## config.mk

```make
export PLATFORM = sky130hd
export DESIGN_NAME = rx_signal_strength_monitor
export DESIGN_NICKNAME = d
export VERILOG_FILES = /design/src/rtl/clk_divider.v /design/src/rtl/rx_signal_strength_monitor.v /design/src/rtl/window_avg.v
export VERILOG_INCLUDE_DIRS = /design/src /design/src/rtl
export SDC_FILE = /design/constraint.sdc
export NUM_CORES = 1
export LEC_CHECK = 0
export BUFFER_PORTS_ARGS = -buffer_cell sky130_fd_sc_hd__buf_2
export CAP_MARGIN = 20
export CORE_ASPECT_RATIO = 0.5
export CORE_MARGIN = 3
export CORE_UTILIZATION = 30
export CTS_CLUSTER_DIAMETER = 50
export CTS_CLUSTER_SIZE = 25
export DETAILED_ROUTE_END_ITERATION = 16
export PLACE_DENSITY_LB_ADDON = 0.12
export SYNTH_ARGS = -nofsm -noshare
export SYNTH_HDL_FRONTEND = slang
export SYNTH_HIERARCHICAL = 1
export SYNTH_SLANG_ARGS = --single-unit
```

## constraint.sdc

```tcl
create_clock -name clk -period 8.3 [get_ports clk]
set_input_delay 1.66 -clock clk [delete_from_list [all_inputs] [get_ports clk]]
set_output_delay 1.66 -clock clk [all_outputs]
set_load 0.1 [all_outputs]
```

## src/rtl/rx_strength_regs.vh

```
// Register offsets, field positions, reset values and timing constants for the strength monitor
`ifndef RX_STRENGTH_REGS_VH
`define RX_STRENGTH_REGS_VH

// ****************************************
// Register byte offsets
// ****************************************
`define REG_MODE        4'h0
`define REG_RXCFG       4'h4
`define REG_ALARM       4'h8
`define REG_STRENGTH    4'hC

// ****************************************
// Field positions and codes
// ****************************************
`define MODE_RX_CODE    3'h3
`define MODE_RESET      3'h1
`define IFGAIN_RESET    2'h0
`define DEV_RESET       8'h03
`define FILT_EN_BIT     0
`define ROUTE0_BIT      1
`define ROUTE1_BIT      2
`define BITSYNC_EN_BIT  3
`define BUFFERED_BIT    4
`define STAT_ALARM_BIT  0

// ****************************************
// Timing
// ****************************************
`define CLK_HZ          50000000
`define XTAL_HZ         12800000
`define SAMPLES_PER_PER 16
`define BITRATE_DIV_RST 16'h0040

`endif

```

## src/rtl/clk_divider.v

```verilog
// Programmable divider producing a one-cycle enable pulse
`timescale 1ns/1ns
module clk_divider #(
	parameter WIDTH = 16
) (
	// Clock and reset
	input  wire             clk,
	input  wire             nrst,
	// Control
	input  wire             run,
	input  wire [WIDTH-1:0] divisor,
	// Enable pulse
	output reg              tick
);
	reg [WIDTH-1:0] cnt_q;

	// Count down from divisor; restart counting whenever idle
	always @(posedge clk or negedge nrst) begin
		if (!nrst) begin
			cnt_q <= {WIDTH{1'b0}};
			tick  <= 1'b0;
		end else if (!run) begin
			cnt_q <= {WIDTH{1'b0}};
			tick  <= 1'b0;
		end else if (cnt_q == {WIDTH{1'b0}}) begin
			cnt_q <= divisor;
			tick  <= 1'b1;
		end else begin
			cnt_q <= cnt_q - {{(WIDTH-1){1'b0}}, 1'b1};
			tick  <= 1'b0;
		end
	end
endmodule // clk_divider

```

## src/rtl/rx_signal_strength_monitor.v

```verilog
// Receive-side strength monitor: mode, IF gain, filters, strength estimator, alarm, data paths
//
// Operation
// - Writing mode code 011 puts the device into receive operation.
// - IF gain selectable -13.5 dB to 0 dB in 4.5 dB steps, reset 0 dB.
// - One enable bit selects complex polyphase or plain low-pass channel filter.
// - Strength sampled 16 times per second IF or deviation period.
// - Average of latest 16 samples, refreshed once per sample.
// - One LSB of strength value equals 0.5 dB.
// - Alarm flag sets when strength rises above programmed alarm level.
// - Alarm flag stays set until host writes one to clear it.
// - Route bits steer receive interrupt onto event pin 0 or pin 1.
// - FSK demodulator bit from I/Q phase; feeds bit sync or raw output.
// - Bit sync gives clock and data continuous, or clean bits when buffered.
//
// The implementer's own choices: the Wishbone interface to the registers and the placing of the registers.
`timescale 1ns/1ns
`include "rx_strength_regs.vh"
module rx_signal_strength_monitor #(
	parameter DEV_W   = 8,
	parameter LEVEL_W = 8
) (
	// Clock and reset
	input  wire               clk,
	input  wire               nrst,
	// Wishbone slave
	input  wire               wb_cyc_i,
	input  wire               wb_stb_i,
	input  wire               wb_we_i,
	input  wire [3:0]         wb_adr_i,
	input  wire [3:0]         wb_sel_i,
	input  wire [31:0]        wb_dat_i,
	output reg  [31:0]        wb_dat_o,
	output wire               wb_ack_o,
	// Baseband from the analog front end (asynchronous)
	input  wire               basebandI,
	input  wire               basebandQ,
	input  wire [LEVEL_W-1:0] rawLevel,
	// Analog controls
	output wire               receiveActive,
	output wire [1:0]         ifGainSelect,
	output wire               complexFilterEnable,
	output wire [3:0]         passiveFilterBandwidth,
	output wire [3:0]         lowpassCutoffSelect,
	output wire [3:0]         complexFilterCenter,
	// Data to host
	output reg                dataOut,
	output reg                dataClk,
	output reg                fifoBitValid,
	output reg                fifoBit,
	// Event pins and interrupt
	output wire               event_pin_0,
	output wire               event_pin_1,
	output wire               irq
);
	// ****************************************
	// Input synchronisers
	// ****************************************
	reg  [1:0]         iSync_q;
	reg  [1:0]         qSync_q;
	reg  [LEVEL_W-1:0] lvlMeta_q;
	reg  [LEVEL_W-1:0] lvlSync_q;
	reg  [LEVEL_W-1:0] lvlPrev_q;
	reg  [LEVEL_W-1:0] lvlStable_q;

	// Two stages before any logic sees the front-end signals
	always @(posedge clk or negedge nrst) begin
		if (!nrst) begin
			iSync_q   <= 2'h0;
			qSync_q   <= 2'h0;
			lvlMeta_q <= {LEVEL_W{1'b0}};
			lvlSync_q <= {LEVEL_W{1'b0}};
		end else begin
			iSync_q   <= {iSync_q[0], basebandI};
			qSync_q   <= {qSync_q[0], basebandQ};
			lvlMeta_q <= rawLevel;
			lvlSync_q <= lvlMeta_q;
		end
	end

	// A multi-bit level word may be caught mid-change by the synchroniser.
	// Only a value seen unchanged on two consecutive cycles is passed on;
	// this costs two cycles of latency, far below the sample spacing.
	always @(posedge clk or negedge nrst) begin
		if (!nrst) begin
			lvlPrev_q   <= {LEVEL_W{1'b0}};
			lvlStable_q <= {LEVEL_W{1'b0}};
		end else begin
			lvlPrev_q <= lvlSync_q;
			if (lvlSync_q == lvlPrev_q) begin
				lvlStable_q <= lvlSync_q;
			end
		end
	end

	// ****************************************
	// Registers
	// ****************************************
	// Map, byte addressed, one 32-bit word per offset:
	//   MODE     [2:0] operating mode, [5:4] IF gain code,
	//            [15:8] deviation setting, [31:16] bit-rate divider
	//   RXCFG    [0] complex filter enable, [1] route to pin 0,
	//            [2] route to pin 1, [3] bit sync enable, [4] buffered,
	//            [11:8] passive bandwidth, [15:12] cutoff, [19:16] center
	//   ALARM    [7:0] alarm level in 0.5 dB steps, [8] interrupt mask
	//   STRENGTH [7:0] averaged strength, read only,
	//            [16] alarm flag, write one to clear
	// Unmapped offsets read zero and ignore writes, so software probing
	// for fields that this block lacks sees a harmless zero.
	reg  [2:0]         mode_q;
	reg  [1:0]         ifGain_q;
	reg  [DEV_W-1:0]   deviation_q;
	reg  [4:0]         rxCtrl_q;
	reg  [3:0]         passive_q;
	reg  [3:0]         cutoff_q;
	reg  [3:0]         center_q;
	reg  [LEVEL_W-1:0] alarmLevel_q;
	reg  [15:0]        bitDiv_q;
	reg                alarmFlag_q;
	reg                alarmMask_q;
	reg                ack_q;
	wire [LEVEL_W-1:0] strength;
	wire               strengthValid;

	wire wbReq   = wb_cyc_i & wb_stb_i & ~ack_q;
	wire wbWrite = wbReq & wb_we_i;
	wire wbRead  = wbReq & ~wb_we_i;
	assign wb_ack_o = ack_q;

	// One wait-free ack per request, dropped the cycle after
	always @(posedge clk or negedge nrst) begin
		if (!nrst) ack_q <= 1'b0;
		else       ack_q <= wbReq;
	end

	// Configuration writes, per byte lane
	always @(posedge clk or negedge nrst) begin
		if (!nrst) begin
			mode_q       <= `MODE_RESET;
			ifGain_q     <= `IFGAIN_RESET;
			deviation_q  <= `DEV_RESET;
			rxCtrl_q     <= 5'h0;
			passive_q    <= 4'h0;
			cutoff_q     <= 4'h0;
			center_q     <= 4'h0;
			alarmLevel_q <= {LEVEL_W{1'b0}};
			bitDiv_q     <= `BITRATE_DIV_RST;
			alarmMask_q  <= 1'b0;
		end else if (wbWrite) begin
			case (wb_adr_i)
				`REG_MODE: begin
					if (wb_sel_i[0]) mode_q      <= wb_dat_i[2:0];
					if (wb_sel_i[0]) ifGain_q    <= wb_dat_i[5:4];
					if (wb_sel_i[1]) deviation_q <= wb_dat_i[15:8];
					if (wb_sel_i[2]) bitDiv_q[7:0]  <= wb_dat_i[23:16];
					if (wb_sel_i[3]) bitDiv_q[15:8] <= wb_dat_i[31:24];
				end
				`REG_RXCFG: begin
					if (wb_sel_i[0]) rxCtrl_q  <= wb_dat_i[4:0];
					if (wb_sel_i[1]) passive_q <= wb_dat_i[11:8];
					if (wb_sel_i[1]) cutoff_q  <= wb_dat_i[15:12];
					if (wb_sel_i[2]) center_q  <= wb_dat_i[19:16];
				end
				`REG_ALARM: begin
					if (wb_sel_i[0]) alarmLevel_q <= wb_dat_i[LEVEL_W-1:0];
					if (wb_sel_i[1]) alarmMask_q  <= wb_dat_i[8];
				end
				default: begin
				end
			endcase
		end
	end

	// Read mux; unmapped addresses read zero
	always @(posedge clk or negedge nrst) begin
		if (!nrst) begin
			wb_dat_o <= 32'h00000000;
		end else if (wbRead) begin
			case (wb_adr_i)
				`REG_MODE:     wb_dat_o <= {bitDiv_q, deviation_q, 2'h0, ifGain_q, 1'b0, mode_q};
				`REG_RXCFG:    wb_dat_o <= {12'h000, center_q, cutoff_q, passive_q, 3'h0, rxCtrl_q};
				`REG_ALARM:    wb_dat_o <= {23'h000000, alarmMask_q, alarmLevel_q};
				`REG_STRENGTH: wb_dat_o <= {15'h0000, alarmFlag_q, 8'h00, strength};
				default:       wb_dat_o <= 32'h00000000;
			endcase
		end
	end

	// ****************************************
	// Analog control outputs
	// ****************************************
	assign receiveActive          = (mode_q == `MODE_RX_CODE);
	assign ifGainSelect           = ifGain_q;
	assign complexFilterEnable    = rxCtrl_q[`FILT_EN_BIT];
	assign passiveFilterBandwidth = passive_q;
	assign lowpassCutoffSelect    = cutoff_q;
	assign complexFilterCenter    = center_q;

	// ****************************************
	// Strength sampling
	// ****************************************
	// Reference frequency = XTAL/(32*(1+dev)); sample 16x faster, so divide clk
	// by CLK*2*(1+dev)/XTAL. Integer math loses a little accuracy; acceptable
	// since absolute strength accuracy is already a few dB.
	wire [31:0] sampDivFull = ((32'd2 * `CLK_HZ) / `XTAL_HZ) * ({24'h0, deviation_q} + 32'd1);
	wire [15:0] sampDiv     = sampDivFull[15:0];
	wire        sampleTick;

	clk_divider #(.WIDTH(16)) sampler (
		.clk     (clk),
		.nrst    (nrst),
		.run     (receiveActive),
		.divisor (sampDiv),
		.tick    (sampleTick)
	);

	// Sliding average of 16 samples, LSB is 0.5 dB
	window_avg #(.DW(LEVEL_W), .LOG_N(4)) averager (
		.clk      (clk),
		.nrst     (nrst),
		.sampleEn (sampleTick),
		.sampleIn (lvlStable_q),
		.avgOut   (strength),
		.avgValid (strengthValid)
	);

	// ****************************************
	// Alarm flag and routing
	// ****************************************
	wire alarmClr = wbWrite & (wb_adr_i == `REG_STRENGTH) & wb_sel_i[2]
	              & wb_dat_i[16];
	wire alarmSet = strengthValid & (strength > alarmLevel_q);

	// Set wins over a simultaneous write-one clear
	always @(posedge clk or negedge nrst) begin
		if (!nrst)         alarmFlag_q <= 1'b0;
		else if (alarmSet) alarmFlag_q <= 1'b1;
		else if (alarmClr) alarmFlag_q <= 1'b0;
	end

	// One route bit per pin; both pins may carry the alarm at once
	wire [1:0] pinDrive;
	genvar     g;
	generate
		for (g = 0; g < 2; g = g + 1) begin : gPin
			assign pinDrive[g] = alarmFlag_q & rxCtrl_q[`ROUTE0_BIT + g];
		end
	endgenerate

	// Pins are levels, not pulses: they follow the flag until it is cleared
	assign event_pin_0 = pinDrive[0];
	assign event_pin_1 = pinDrive[1];
	assign irq         = alarmFlag_q & alarmMask_q;

	// ****************************************
	// Demodulator and bit synchronizer
	// ****************************************
	// Polarity from which channel leads: I rising while Q high means +90 deg
	reg  iPrev_q;
	reg  demodBit_q;
	wire bitTick;

	always @(posedge clk or negedge nrst) begin
		if (!nrst) begin
			iPrev_q    <= 1'b0;
			demodBit_q <= 1'b0;
		end else begin
			iPrev_q <= iSync_q[1];
			if (iSync_q[1] & ~iPrev_q) demodBit_q <= qSync_q[1];
		end
	end

	clk_divider #(.WIDTH(16)) bitClock (
		.clk     (clk),
		.nrst    (nrst),
		.run     (receiveActive),
		.divisor (bitDiv_q),
		.tick    (bitTick)
	);

	// Bit sync samples once per bit; raw path bypasses it when disabled
	always @(posedge clk or negedge nrst) begin
		if (!nrst) begin
			dataOut      <= 1'b0;
			dataClk      <= 1'b0;
			fifoBitValid <= 1'b0;
			fifoBit      <= 1'b0;
		end else begin
			fifoBitValid <= 1'b0;
			if (!rxCtrl_q[`BITSYNC_EN_BIT]) begin
				dataOut <= demodBit_q;
				dataClk <= 1'b0;
			end else if (bitTick) begin
				if (rxCtrl_q[`BUFFERED_BIT]) begin
					fifoBit      <= demodBit_q;
					fifoBitValid <= 1'b1;
				end else begin
					dataOut <= demodBit_q;
					dataClk <= ~dataClk;
				end
			end
		end
	end
endmodule // rx_signal_strength_monitor

```

## src/rtl/window_avg.v

```verilog
// Sliding window averager: average of the last N samples, memory kept in registers
`timescale 1ns/1ns
module window_avg #(
	parameter DW    = 8,
	parameter LOG_N = 4
) (
	// Clock and reset
	input  wire          clk,
	input  wire          nrst,
	// Sample in
	input  wire          sampleEn,
	input  wire [DW-1:0] sampleIn,
	// Average out, refreshed on each sample
	output reg  [DW-1:0] avgOut,
	output reg           avgValid
);
	localparam N = 1 << LOG_N;
	reg [DW-1:0]       mem [0:N-1];
	reg [LOG_N-1:0]    wrPtr_q;
	reg [DW+LOG_N-1:0] sum_q;
	wire [DW+LOG_N-1:0] sum_d;
	integer i;

	// Add newest, drop oldest: running window sum
	assign sum_d = sum_q + {{LOG_N{1'b0}}, sampleIn} - {{LOG_N{1'b0}}, mem[wrPtr_q]};

	// Window memory, pointer, and registered average
	always @(posedge clk or negedge nrst) begin
		if (!nrst) begin
			for (i = 0; i < N; i = i + 1) mem[i] <= {DW{1'b0}};
			wrPtr_q  <= {LOG_N{1'b0}};
			sum_q    <= {(DW+LOG_N){1'b0}};
			avgOut   <= {DW{1'b0}};
			avgValid <= 1'b0;
		end else begin
			avgValid <= sampleEn;
			if (sampleEn) begin
				mem[wrPtr_q] <= sampleIn;
				wrPtr_q      <= wrPtr_q + {{(LOG_N-1){1'b0}}, 1'b1};
				sum_q        <= sum_d;
				avgOut       <= sum_d[DW+LOG_N-1:LOG_N];
			end
		end
	end
endmodule // window_avg

```

==> flow_metrics.env <==
export IMPL_grt_pass1_vias=10483
export IMPL_critPathKind="flip-flop to flip-flop"
export IMPL_die_area_um2=53020
export IMPL_slowest_delay_ps=630
export IMPL_initial_utilization_pct=30.70
export IMPL_grt_pass1_wl_um=61510
export IMPL_place_hpwl_um=26330
export IMPL_ios=111
export IMPL_routed_wl_um=38630
export IMPL_clockBufferDepth=3
export IMPL_antenna_left=0
export IMPL_setup_tns_ps=0
export IMPL_cts_setup_buffers=0
export IMPL_core_area_um2=49000
export IMPL_cts_tree="built"
export IMPL_layout_drive_gt1_share_pct=24.35
export IMPL_antenna_found_initial=3
export IMPL_routedWlPerCell_um=18.98
export IMPL_ys_types=67
export IMPL_period_needed_ps=4332
export IMPL_yosys_warnings=6
export IMPL_ys_ff_latch=310
export IMPL_max_slew_margin_pct=24.62
export IMPL_first_pass_iters=5
export IMPL_synthesis_area_um2=15040
export IMPL_clock_skew_ps=20.11
export IMPL_status="complete, no violations"
export IMPL_rr_startpoint="averager/wrPtr_q[0]$_DFFE_PN0P_"
export IMPL_detail_route_iter0_violations=566
export IMPL_worst_ep_arrival_time_ps=4790
export IMPL_die_y_um=164.3
export IMPL_cp_slowest_cell="mux4_1"
export IMPL_vdd_drop_max_mv=0.1439
export IMPL_numClockSinks=310
export IMPL_ctsHoldBuffers=0
export IMPL_place_gp_congestion=0.7803
export IMPL_areaGrowthSynthToFinish_pct=14.63
export IMPL_rsz0062_at_grt="false"
export IMPL_drv_slew=0
export IMPL_h_tree_depth=1
export IMPL_cp_end_kind="flip-flop"
export IMPL_io_buffer_count=110
export IMPL_fp_row_count=57
export IMPL_hold_viol=0
export IMPL_final_nets=1473
export IMPL_synth_top_area_share_pct=50.92
export IMPL_cp_required_ps=8760
export IMPL_cp_max_fo=30
export IMPL_async_flop_share_pct=100.0
export IMPL_clk_latency_ps=580
export IMPL_grt_max_degree=180
export IMPL_setup_violations=0
export IMPL_worst_slew_pin_transition_ps=1125
export IMPL_maxCapViolCount=0
export IMPL_die_x_um=322.6
export IMPL_clk_pin_slew_ps=100
export IMPL_fmax_mhz=230.8
export IMPL_grt_ovfl_total=0
export IMPL_cts_buffers=29
export IMPL_yosysMostFrequentCell="dfrtp_1"
export IMPL_hp_class="flip-flop to flip-flop"
export IMPL_crit_path_start_kind="flip-flop"
export IMPL_critPathLaunch="averager/wrPtr_q[0]$_DFFE_PN0P_"
export IMPL_clock_root_buffer="clkbuf_16"
export IMPL_worstPathCellList="buf_4, mux4_1, mux4_2, fa_1, inv_1, ha_1, a211oi_1, o21ai_0, a31oi_1, xor2_1, mux2i_1"
export IMPL_syn_inst=1273
export IMPL_detail_route_vias_per_cell=4.902
export IMPL_p_leak_nw=8.203
export IMPL_post_route_drc_count=0
export IMPL_powerDensity_nw_per_um2=211.9
export IMPL_grt_usage_pct=14.82
export IMPL_avgSynthCellArea_um2=11.81
export IMPL_yosys_area_top_type="dfrtp_1"
export IMPL_synth_seq_area_share_pct=51.61
export IMPL_vias=9976
export IMPL_cts_resized=0
export IMPL_yosys_top_cells_area="dfrtp_1, mux2_2, o21ai_0, ha_1, nand2_1"
export IMPL_yosys_most_used_dff="dfrtp_1"
export IMPL_holdCritStartpoint="lvlMeta_q[0]$_DFF_PN0_"
export IMPL_synth_common_cells="dfrtp_1, nand2_1, o21ai_0, mux2_2, inv_1"
export IMPL_total_power_mw=3.653
export IMPL_synth_edf_count=0
export IMPL_timing_final_crit_share_pct=52.19
==> where the power goes <==
group          total [mW]  internal, mW  switching [mW]
Combinational       0.584         0.218           0.367
Clock                1.46         0.715           0.743
Sequential           1.61          1.55          0.0554
==> per-stage QoR <==
stage | cells | utilization (%) | cell area, µm² | worst slack [ps] | hold slack (ps)
finish | 2035 | 35.18 | 17240 | 3968 | 345.2
global route | 2035 | 35.18 | 17240 | 3597 | 365.4
CTS | 2033 | 35.17 | 17230 | 3911 | 355.6
detailed placement | 1980 | 33.03 | 16180 | 3936 | 334.7
global placement | 1980 | 33.03 | 16180 | 3993 | 333.6
floorplan | 1276 | - | 15050 | 4453 | 331.2
==> layout make-up <==
class	count	area [µm²]
well taps	649	812.0
fillers	4849	31760
repair buffers	121	655.6
clock buffers	30	739.5
flip-flops and latches	310	7765
inverters	68	255.2
diodes	2	5.005
clock inverters	23	312.8
multi-input cells	832	6694
==> state kept, by name, summed over array words and instances, names as in the netlist, 16 cells and up <==
register,cells
bitDiv_q,16
averager/mem,128
bitClock/cnt_q,16
sampler/cnt_q,16
wb_dat_o,32
==> per-layer routing <==
layer | vias to the layer above | global-route usage (%) | wire length, µm
met1 | 5068 | 19.56 | 17640
met4 | 0 | 3.970 | 946
met5 | - | 0 | 0
met3 | 52 | 2.081 | 1036
li1 | 4733 | - | -
met2 | 123 | 25.65 | 19010
==> cell families (layout without fill, tap and decap cells) <==
group | count (synthesis) | in the layout | synth area share (%)
xor gates and xnor gates | 55 | 55 | 3.203
muxes | 155 | 155 | 14.99
and+or+nand+nor | 296 | 296 | 10.11
other | 1 | 6 | 0.02493
AOI/OAI and AO/OA | 266 | 266 | 10.86
DFF | 310 | 310 | 51.61
adders and majority gates | 56 | 56 | 5.208
buffers and inverters | 134 | 242 | 3.993
==> placed cells by master, fill, tap and decap left out, types with 8 or more instances in the layout <==
master	instances
fa_1	11
a211oi_1	15
clkbuf_16	29
nand4_1	13
xor2_1	36
inv_1	66
xnor2_1	19
nor4_1	9
mux2_2	108
and2_1	8
dfrtp_1	304
buf_4	10
nor3_1	8
buf_2	109
a22o_1	21
mux4_1	17
nand3_1	15
and3_1	9
a21oi_1	31
nand2_1	146
nor2_1	43
a22oi_1	12
ha_1	45
mux4_2	23
clkinv_8	8
o21ai_0	136
==> critical path: cells and delay by family (launching register included) <==
family                   cells  cell delay, ps
XOR/XNOR                     1             180
flip-flops                   1             530
AO/OA/AOI/OAI                3             870
multiplexers                 3            1190
buffers and inverters        2             590
adder cells (fa/ha/maj)      2             800
==> worst paths after layout <==
kind | to | slack [ps] | cells past startpoint
hold / removal | lvlSync_q[0]$_DFF_PN0_ | 350 | 0
hold reg to reg | lvlSync_q[0]$_DFF_PN0_ | 350 | 0
max in group asynchronous | averager/wrPtr_q[1]$_DFFE_PN0P_ | 5760 | 2
min in group asynchronous | sampler/cnt_q[14]$_DFF_PN0_ | 1030 | 1
setup / recovery | averager/avgOut[3]$_DFFE_PN0P_ | 3970 | 11
setup reg to reg | averager/avgOut[3]$_DFFE_PN0P_ | 3970 | 11
Power figures use the tool's default switching activity.
